<file path="src/rxf_params.svh">
`ifndef RXF_PARAMS_SVH
`define RXF_PARAMS_SVH

`define RXF_MODE_MUX 2'h0
`define RXF_MODE_NIB 2'h2
`define RXF_FIFO_DEPTH 8
`define RXF_WORD_BITS 10
`define RXF_HALF_BITS 5
`define RXF_CFG_RST 3'h0
`define RXF_PINS_RST 11'h000

`endif

</file>
<file path="src/rxf_pkg.sv">
package rxf_pkg;

  typedef enum logic [1:0] {
    RXF_MUX = 2'b00,
    RXF_RSV1 = 2'b01,
    RXF_NIB = 2'b10,
    RXF_RSV3 = 2'b11
  } rxf_mode_t;

  // one received word set per receive-clock period
  typedef struct packed {
    logic [9:0] g;
    logic [9:0] h;
    logic g_k;
    logic h_k;
    logic e_b9;
    logic f_b4;
    logic f_b9;
  } rxf_word_t;

  typedef struct packed {
    logic [7:0] bus;
    logic b8;
    logic b9;
    logic ef9;
  } rxf_pins_t;

endpackage

</file>
<file path="src/rxf_top.sv">
module rxf_fifo #(
  parameter int WIDTH = 25,
  parameter int DEPTH = 8
) (
  input wire logic i_clk,
  input wire logic i_rst_b,
  input wire logic i_valid,
  output logic o_ready,
  input wire logic [WIDTH-1:0] i_data,
  output logic o_valid,
  input wire logic i_ready,
  output logic [WIDTH-1:0] o_data
);
  localparam int AW = $clog2(DEPTH);

  logic [WIDTH-1:0] mem [DEPTH];
  logic [AW:0] wr_ptr;
  logic [AW:0] rd_ptr;
  wire logic do_wr;
  wire logic do_rd;
  wire logic full;
  wire logic empty;

  assign full = (wr_ptr[AW] != rd_ptr[AW]) && (wr_ptr[AW-1:0] == rd_ptr[AW-1:0]);
  assign empty = (wr_ptr == rd_ptr);
  assign o_ready = !full;
  assign o_valid = !empty;
  assign do_wr = i_valid && !full;
  assign do_rd = i_ready && !empty;
  assign o_data = mem[rd_ptr[AW-1:0]];

  always_ff @(posedge i_clk) begin
    if (do_wr) begin
      mem[wr_ptr[AW-1:0]] <= i_data;
    end
  end

  always_ff @(posedge i_clk) begin
    if (!i_rst_b) begin
      wr_ptr <= '0;
      rd_ptr <= '0;
    end else begin
      if (do_wr) begin
        wr_ptr <= wr_ptr + 1'b1;
      end
      if (do_rd) begin
        rd_ptr <= rd_ptr + 1'b1;
      end
    end
  end
endmodule

`include "rxf_params.svh"

module rxf_top
  import rxf_pkg::*;
#(
  parameter int FIFO_DEPTH = `RXF_FIFO_DEPTH
) (
  input wire logic i_clk,
  input wire logic i_rst_b,
  input wire logic [1:0] i_mode,
  input wire logic i_code,
  input wire logic i_word_valid,
  output logic o_word_ready,
  input wire rxf_word_t i_word,
  output logic o_rclk,
  output logic [7:0] o_rx_gh_data_bus,
  output logic o_rx_gh_bit8_kflag_out,
  output logic o_rx_gh_bit9_out,
  output logic o_rx_ef_bit9_out
);
  // each i_clk cycle is one receive-clock slot: phase 0 falling, 1 rising
  logic phase;
  logic [2:0] cfg_s1;
  logic [2:0] cfg_s2;
  logic [2:0] cfg_s3;
  logic [2:0] cfg;
  logic mode_nib;
  logic code_en;
  rxf_word_t hold;
  rxf_pins_t pins;
  wire logic [2:0] next_cfg;
  wire logic [2:0] cfg_diff;
  wire logic head_valid;
  wire logic head_pop;
  wire rxf_word_t head;
  wire rxf_word_t next_hold;
  wire logic next_nib;
  wire logic next_code;
  wire rxf_pins_t next_pins;

  rxf_fifo #(
    .WIDTH($bits(rxf_word_t)),
    .DEPTH(FIFO_DEPTH)
  ) u_fifo (
    .i_clk(i_clk),
    .i_rst_b(i_rst_b),
    .i_valid(i_word_valid),
    .o_ready(o_word_ready),
    .i_data(i_word),
    .o_valid(head_valid),
    .i_ready(head_pop),
    .o_data(head)
  );

  // pins change only once two later stages agree
  assign cfg_diff = cfg_s2 ^ cfg_s3;
  assign next_cfg = (~cfg_diff & cfg_s3) | (cfg_diff & cfg);

  // reserved mode codes fall back to mux behaviour
  assign next_nib = (cfg[2:1] == `RXF_MODE_NIB);
  assign next_code = cfg[0];

  // a word set is taken only at a pair boundary so it never tears
  assign head_pop = phase && head_valid;
  assign next_hold = head_valid ? head : rxf_word_t'('0);

  function automatic logic [4:0] half(input logic [9:0] w, input logic k,
                                      input logic rise, input logic cd);
    logic [4:0] r;
    r = w[4:0];
    if (rise && !cd) begin
      r = w[9:5];
    end else if (rise) begin
      r = {1'b0, k, w[7:5]};
    end
    return r;
  endfunction

  function automatic rxf_pins_t fmt(input rxf_word_t w, input logic rise,
                                    input logic nib, input logic cd);
    rxf_pins_t p;
    logic [9:0] src;
    logic [9:0] gh;
    logic k;
    src = rise ? w.h : w.g;
    k = rise ? w.h_k : w.g_k;
    gh = {half(w.h, w.h_k, rise, cd), half(w.g, w.g_k, rise, cd)};
    if (nib) begin
      p.bus = gh[7:0];
      p.b8 = gh[8];
      p.b9 = gh[9];
      p.ef9 = cd ? 1'b0 : (rise ? w.f_b9 : w.f_b4);
    end else begin
      p.bus = src[7:0];
      p.b8 = cd ? k : src[8];
      p.b9 = cd ? 1'b0 : src[9];
      p.ef9 = cd ? 1'b0 : (rise ? w.f_b9 : w.e_b9);
    end
    return p;
  endfunction

  assign next_pins = phase ? fmt(next_hold, 1'b0, next_nib, next_code)
                           : fmt(hold, 1'b1, mode_nib, code_en);

  // cleared in reset so the agreement test never feeds unknowns into cfg after release
  always_ff @(posedge i_clk) begin
    if (!i_rst_b) begin
      cfg_s1 <= `RXF_CFG_RST;
      cfg_s2 <= `RXF_CFG_RST;
      cfg_s3 <= `RXF_CFG_RST;
    end else begin
      cfg_s1 <= {i_mode, i_code};
      cfg_s2 <= cfg_s1;
      cfg_s3 <= cfg_s2;
    end
  end

  always_ff @(posedge i_clk) begin
    if (!i_rst_b) begin
      cfg <= `RXF_CFG_RST;
      phase <= 1'b0;
      o_rclk <= 1'b0;
    end else begin
      cfg <= next_cfg;
      phase <= ~phase;
      o_rclk <= ~phase;
    end
  end

  always_ff @(posedge i_clk) begin
    if (!i_rst_b) begin
      hold <= '0;
      mode_nib <= 1'b0;
      code_en <= 1'b0;
    end else if (phase) begin
      hold <= next_hold;
      mode_nib <= next_nib;
      code_en <= next_code;
    end
  end

  always_ff @(posedge i_clk) begin
    if (!i_rst_b) begin
      pins <= `RXF_PINS_RST;
    end else begin
      pins <= next_pins;
    end
  end

  assign o_rx_gh_data_bus = pins.bus;
  assign o_rx_gh_bit8_kflag_out = pins.b8;
  assign o_rx_gh_bit9_out = pins.b9;
  assign o_rx_ef_bit9_out = pins.ef9;

  wire logic mux_raw = !mode_nib && !code_en;
  wire logic nib_raw = mode_nib && !code_en;
endmodule

</file>
<file path="config.mk">
export PLATFORM = sky130hd
export DESIGN_NAME = rxf_top
export DESIGN_NICKNAME = d
export VERILOG_FILES = /design/src/rxf_pkg.sv /design/src/rxf_top.sv
export VERILOG_INCLUDE_DIRS = /design/src /design/src/src
export SDC_FILE = /design/constraint.sdc
export NUM_CORES = 1
export LEC_CHECK = 0
export ABC_AREA = 1
export BUFFER_PORTS_ARGS = -buffer_cell sky130_fd_sc_hd__buf_2
export CAP_MARGIN = 20
export CORE_ASPECT_RATIO = 1.4
export CORE_MARGIN = 5
export CORE_UTILIZATION = 65
export CTS_CLUSTER_DIAMETER = 200
export CTS_CLUSTER_SIZE = 24
export DETAILED_ROUTE_END_ITERATION = 10
export MAX_ROUTING_LAYER = met4
export PLACE_DENSITY = 0.94
export SYNTH_ARGS = -nofsm -noshare
export SYNTH_HDL_FRONTEND = slang
export SYNTH_SLANG_ARGS = --single-unit
</file>
<file path="constraint.sdc">
create_clock -name i_clk -period 6.8 [get_ports i_clk]
set_input_delay 1.36 -clock i_clk [delete_from_list [all_inputs] [get_ports i_clk]]
set_output_delay 1.36 -clock i_clk [all_outputs]
set_load 0.01 [all_outputs]
</file>
Word-level counts from Yosys, hierarchy flattened
Memories as Yosys holds them, arrays and structs flattened. A register that Yosys moved wholly into a read port is not among the register bits. Cells that the tools add are included.

Add/subtract/negate cells: 2. Equality and inequality tests: 4. Muxes and demuxes: 17. Bitwise logic cells: 6. Reduce and logical (&&, ||, !) cells: 6.

Operator list (number): $mux 11 (3); $mux 25 (1); $mux 5 (2); $mux 1 (9); $add 4x1->4 const B (2); $and 3x3->3 (2); $mux 3 (2); $eq 4x4->1 (1); $logic_and 1x1->1 (4); $eq 3x3->1 (1); $not 3->3 (1); $or 3x3->3 (1); $xor 3x3->3 (1); $eq 2x2->1 const B (1); $logic_not 1->1 (2); $ne 1x1->1 (1); $not 1->1 (1).

Bits in registers: 57. Memory bits (writable): 200. Input port bits: 31. Memories kept: 1.

Memories: u_fifo.mem (words 8, width 25, read ports 1, clocked after memory_dff 1, write ports 1, line rxf_top.sv:16) `logic [WIDTH-1:0] mem [DEPTH];`.

Longest topological paths before layout
Gate-level depths: netlist of the first run.

Word-level depth: 6. Mapped depth: 12. Gate-level depth less buffers: 11.

Cells and area by module
Synthesis of the first run repeated with hierarchy kept, for this count alone.

Cell total of the unflattened synthesis: 933. Area, all modules: 10088.4 um2.

By module, submodules not included: rxf_fifo (instances 1, cells an instance 714, area an instance 8435.6 um2, sequential area each 6226.0 um2); rxf_top (instances 1, cells an instance 219, area an instance 1652.8 um2, sequential area each 880.8 um2).

Worst setup path after synthesis of the first run
OpenSTA, ideal clock, no wires.

Kind: input port to flip-flop. From: input i_word_valid. To: memory u_fifo.mem[6][0] (enable). Library setup time: 0.439 ns. Arrival time: 3.358 ns. Path slack: 3.003 ns. Cell stages on the path: 4. Cell sequence: nand2_2 -> inv_1 -> nand2_1 -> nor3_1.

Cells in the longest elaborated chain, start to end: 3.

RTL lines: start, declared (line rxf_top.sv:64) `input wire logic i_word_valid,`; $logic_and 1x1->1 (line rxf_top.sv:28) `assign do_wr = i_valid && !full;`; $mux 1 (line rxf_top.sv:33) `if (do_wr) begin`; $mux 1 (implied by the code) (line rxf_top.sv:34) `mem[wr_ptr[AW-1:0]] <= i_data;`; end, declared (line rxf_top.sv:16).

Every way passes these cells.

==> impl_metrics.yaml, run 1 <==
global_route:
  grt_util_met3_pct: 3.54
  grtUsageMet2_pct: 43.3
  grt.busiest_layer: "met2"
  globalRouteMet1Util_pct: 32.8
  globalRouteTotalUtil_pct: 26.4
  antenna_found_initial: 1
  first_pass_grt_wire_length_um: 35700
  grt_start_max_net_pins: 100
  grt_overflow: 0
  first_global_vias: 6611
routing:
  finalWirelength_um: 23300
  drtPass1Iterations: 5
  avgRoutedWirePerCell_um: 20.8
  drt-vias-per-instance: 6.22
  vias: 6977
  detail_route.iter0.violations: 1097
  drtAntennaViolNets: 0
  post_detailed_route_drc_marker_count: 0
yosys:
  yosys_most_used_dff: "edfxtp_1"
  synthesis.instances: 891
  synth-edff-count: 200
  synth_area_leaders: "edfxtp_1 (59%), dfxtp_1 (11%), nand2_1 (6.4%)"
  share_of_flip_flops_with_an_asynchronous_set_or_reset_pct: 0
  netlist-cell-type-count: 35
  synth_top_cell_area_share_pct: 59.4
  seq_area_frac_synth_pct: 70.3
  synth.ff_latch_count: 255
  average_cell_area_after_synthesis_sq_um: 11.3
  synth_warnings: 0
  syn_nets: 924
  mappedNetlistArea_sq_mm: 0.0101
  synth_top_area_cell: "edfxtp_1"
sta:
  final.hold.worst_slack_ns: 0.421
  setup_violations: 0
  rsz0062_at_grt: "false"
  final-max-slew-violation-count: 0
  fmax_ghz: 0.321
  fin_setup_tns_ns: 0
  worstMarginPinSlew_ns: 1.23
  fin_crit_sh_pct: 45.8
  final_min_period_ns: 3.12
  maxSlewHeadroom_pct: 18.2
  worst_clock_skew_ns: 0.0198
  finalHoldViolations: 0
setup_path:
  timing.critical_path.buf_inv: 3
  critical-path-max-stage-delay_ns: 0.69
  worst_r2r_path_depth: 9
  timing.critical_path.from_type: "primary input"
  crit_cells: 7
  crit_path_end: "o_rx_gh_data_bus[2]"
  reg2reg_to: "o_rx_gh_data_bus[6]"
  crit_path_start: "i_rst_b"
  critPathMostFrequentCell: "inv_2"
  critPathKind: "in -> reg"
  cp.arrival_ns: 3.55
  worst_ep_required_ns: 7.23
  cpMaxStageDelayCell: "nor2_1"
  path_cells: "buf_2 -> inv_2 -> nor2_1 -> inv_2 -> a21oi_1 -> o21ai_0 -> nand2_1"
  r2r_slack_ns: 4.13
  cp_max_fo: 32
  worstSetupEndpointType: "flop"
  crit_family: "buffers and inverters"
clock_tree:
  cts_resized: 0
  tritoncts: "yes"
  clk-insertion-delay-late_ns: 0.48
  clkSinkCount: 255
  cts_max_level: 1
  hold_buffers_post_cts: 0
  cts-buffers-inserted: 14
  cts-root-to-sink-buffers: 3
  cts.root.buffer_cell: "clkbuf_16"
  post_cts_buffers: 0
  clock_slew_seen_by_the_registers_of_the_worst_setup_and_hold_paths_ns: 0.09
final_layout:
  utilization_pct: 70.3
  area.growth.synth_to_final_pct: 7.13
  mostFrequentLayoutCells: "edfxtp_1 (200), nand2_1 (173), nor2_1 (118)"
  final_nets: 950
  stdcell_count: 1122
  commonest_non_fill_non_tap_cell_in_the_layout: "edfxtp_1"
  drive_above_1_share_pct: 12.4
floorplan:
  io-pin-count: 44
  die_width_um: 115
  die-height_um: 158
  core_area_sq_mm: 0.0154
  core.rowCount: 54
  floorplan.die_area_sq_mm: 0.0182
  initial_core_util_pct: 65.6
power_and_ir_drop:
  vdd.ir_drop.worst_uv: 249
  powerDensity_mw_per_mm2: 276
  leakage_power_summed_over_all_cells_nw: 3.98
  finalPower_mw: 2.99
placed_design:
  hpwlAfterDp_um: 13000
  gp_congestion: 0.887
  port_buffers: 43
  placed_cells: 1097
hold_path:
  worstHoldPathType: "reg -> reg"
run:
  max_cap_viol_count: 0
outcome:
  status: "finished clean"
worst register-to-register path: cells and delay by family (launching register included):
kind	cells	cell delay, ns
buffers and inverters	1	0.68
AOI/OAI and AO/OA	2	0.50
DFF	1	0.82
and+or+nand+nor	6	0.62
worst min path at each step:
| stage | start | endpoint | slack [ns] | depth (start not counted) |
|---|---|---|---|---|
| 3_5_place_dp | cfg_s1[1] | cfg_s2[1] | 0.40 | 2 |
| 4_1_cts | cfg_s1[1] | cfg_s2[1] | 0.43 | 2 |
| 6_report | cfg_s1[1] | cfg_s2[1] | 0.42 | 2 |
| 2_1_floorplan | cfg_s1[0] | cfg_s2[0] | 0.39 | 2 |
| 5_1_grt | cfg_s1[2] | cfg_s2[2] | 0.45 | 2 |
| 3_3_place_gp | cfg_s1[1] | cfg_s2[1] | 0.40 | 2 |
metrics by stage:
step / setup slack [ns] / cell area, sq um
floorplan: 3.00 / 10100
global placement: 3.45 / 10400
detailed placement: 3.33 / 10400
CTS: 3.79 / 10800
global route: 3.51 / 10800
finish: 3.68 / 10800
layout make-up:
class,instances,area [sq um]
flip-flops and latches,255,7110
clock buffers,23,405
repair buffers,55,305
diodes,1,2.50
inverters,54,208
well taps,196,245
multi-input cells,537,2540
fillers,938,4580
clock inverters,1,11.3
state kept, by name, summed over array words and instances, names as in the netlist, named ones only:
register / flops
phase: 1
o_rx_ef_bit9_out: 1
o_rx_gh_bit8_kflag_out: 1
u_fifo.rd_ptr: 4
o_rx_gh_bit9_out: 1
code_en: 1
hold: 18
u_fifo.wr_ptr: 4
u_fifo.mem: 200
cfg_s2: 3
cfg_s3: 3
mode_nib: 1
cfg_s1: 3
o_rx_gh_data_bus: 8
logic make-up (layout without fill, tap and decap cells):
family          count (synthesis)  after routing  synth area share, %
other cells                     0              1                    0
compound gates                151            151                 8.22
fa+ha+maj                       2              2                0.248
buf+inv                        99            133                 4.77
xor+xnor                        2              2                0.173
flops                         255            255                 70.3
simple gates                  382            382                 16.3
layer usage:
layer / part of all wire [%] / vias up / wire, um
met3: 11 / 111 / 2460
met2: 50 / 536 / 11600
met1: 34 / 3217 / 8040
met4: 5.3 / 0 / 1250
met5: 0 / - / 0
li1: - / 3113 / -
synth_stat cells (2+ instances only):
library cell and count:
nand3_1 51, a21oi_2 3, buf_4 7, nand4_1 6
dfxtp_1 55, nor2_1 125, a21oi_1 15, nand2_1 173
o221ai_1 2, xor2_1 2, o21ai_2 2, inv_2 7
buf_2 13, buf_1 4, nand2_2 7, buf_6 6
edfxtp_1 200, nor2_4 3, clkbuf_1 13, inv_1 46
nand3_2 9, nor3_1 4, o21ai_0 90, ha_1 2
o22ai_1 24, o211ai_1 6, o21ai_1 8
power breakdown:
part	internal (mW)	total (mW)	switching, mW
sequential	1.73	1.76	0.0305
combinational	0.0940	0.339	0.245
clock	0.417	0.887	0.470
total	2.24	2.99	0.745
No activity file was read; power rests on OpenSTA's default activity.
==> inputs of run 2 (changes only) <==
- CORE_UTILIZATION: 65 -> 55
- PLACE_DENSITY: 0.94 -> 0.86
- clock period: 6.8 -> 2.81 ns (I/O delays scaled with it)
==> impl_metrics.yaml, run 2 (synthesized netlist as in run 1, its figures left out) <==
global_route:
  first_global_vias: 6321
  grt_start_max_net_pins: 102
  first_pass_grt_wire_length_um: 33100
  antenna_found_initial: 0
  grt_overflow: 0
  globalRouteTotalUtil_pct: 20.2
clock_tree:
  tritoncts: "yes"
  cts.root.buffer_cell: "clkbuf_16"
  cts-root-to-sink-buffers: 3
  clkSinkCount: 255
  clock_slew_seen_by_the_registers_of_the_worst_setup_and_hold_paths_ns: 0.10
  cts-buffers-inserted: 14
  cts_max_level: 1
  post_cts_buffers: 0
  clk-insertion-delay-late_ns: 0.48
  hold_buffers_post_cts: 0
  cts_resized: 0
routing:
  detail_route.iter0.violations: 644
  drtPass1Iterations: 5
  post_detailed_route_drc_marker_count: 0
  avgRoutedWirePerCell_um: 18.4
  vias: 6664
  drtAntennaViolNets: 0
  drt-vias-per-instance: 5.69
  finalWirelength_um: 21500
sta:
  final_min_period_ns: 2.14
  fin_setup_tns_ns: 0
  worst_clock_skew_ns: 0.0152
  fmax_ghz: 0.467
  maxSlewHeadroom_pct: 55.4
  setup_violations: 0
  fin_ws_ns: 0.670
  fin_crit_sh_pct: 76.1
  worstMarginPinSlew_ns: 0.667
  final-max-slew-violation-count: 0
  finalHoldViolations: 0
  rsz0062_at_grt: "false"
outcome:
  status: "finished clean"
run:
  max_cap_viol_count: 0
setup_path:
  worstSetupEndpointType: "flop"
  timing.critical_path.from_type: "flop"
  cp_max_fo: 25
  cp.arrival_ns: 2.26
  critPathKind: "reg -> reg"
  worst_ep_required_ns: 2.93
floorplan:
  floorplan.die_area_sq_mm: 0.0212
  core_area_sq_mm: 0.0180
  die_width_um: 125
  initial_core_util_pct: 56.2
  io-pin-count: 44
  die-height_um: 170
  core.rowCount: 58
final_layout:
  stdcell_area_sq_mm: 0.0110
  antennaDiodeCount: 0
  drive_above_1_share_pct: 13.1
  final_nets: 957
  utilization_pct: 60.9
  commonest_non_fill_non_tap_cell_in_the_layout: "edfxtp_1"
  mostFrequentLayoutCells: "edfxtp_1 (200), nand2_1 (173), nor2_1 (118)"
  largest_register_ff_count: 200
  area.growth.synth_to_final_pct: 8.48
placed_design:
  gp_congestion: 0.915
  port_buffers: 43
  detailed_place.area_sq_mm: 0.0105
  hpwlAfterDp_um: 12800
  post-place-ws_ns: 0.723
power_and_ir_drop:
  leakage_power_summed_over_all_cells_nw: 4.02
  vdd.ir_drop.worst_uv: 552
  powerDensity_mw_per_mm2: 658
hold_path:
  worstHoldPathType: "in -> reg"
[run 2: changes by cell type in the layout (fill, tap and decap cells not counted), sizes merged]
cell | previous run | this run
diode | 1 | 0
buf | 55 | 62
[run 2: routing by layer]
layer / up-vias / part of all wire, % / GRT usage, % / wire (um)
met1: 3153 / 37 / 24.4 / 8030
met2: 302 / 50 / 33.5 / 10800
met5: - / 0 / - / 0
met3: 75 / 7.8 / 2.98 / 1680
li1: 3134 / - / - / -
met4: 0 / 4.9 / 10.1 / 1050
[run 2: through the flow]
step	cells	total power, mW	hold slack [ns]
floorplan	891	4.89	0.390
global placement	1148	5.10	0.403
detailed placement	1148	5.14	0.404
CTS	1172	7.24	0.250
global route	1172	7.49	0.262
finish	1172	7.21	0.261
[run 2: path summary, 6_finish.rpt]
path                                        from                 to  slack, ns  cells after the start
worst min-delay path                      i_code          cfg_s1[0]       0.26                      3
worst max-delay path            u_fifo.rd_ptr[0]  u_fifo.mem[4][11]       0.67                     10
worst min register to register         cfg_s1[2]          cfg_s2[2]       0.43                      2
worst max register to register  u_fifo.rd_ptr[0]  u_fifo.mem[4][11]       0.67                     10
[run 2: power by group]
part	switching [mW]	internal [mW]	leakage, nW
sequential	0.0517	4.18	2.27
clock	1.14	1.01	0.200
combinational	0.583	0.247	1.56
[run 2: worst max-delay path, cell delays in order, from the launching register on]
cell and delay, ns:
dfxtp_1 0.35, inv_1 0.11, nand2_1 0.07, nand2_1 0.12, nor2_4 0.07, nand3_2 0.08, nand2_2 0.12, inv_1 0.11
nand2_1 0.18, nor2_2 0.14, buf_4 0.43
[run 2: cell type report]
| cell class | instances | area, sq um |
|---|---|---|
| flip-flops and latches | 255 | 7110 |
| inverters | 54 | 208 |
| repair buffers | 62 | 383 |
| clock inverters | 1 | 11.3 |
| well taps | 240 | 300 |
| multi-input cells | 537 | 2550 |
| fillers | 1395 | 7030 |
| clock buffers | 23 | 405 |
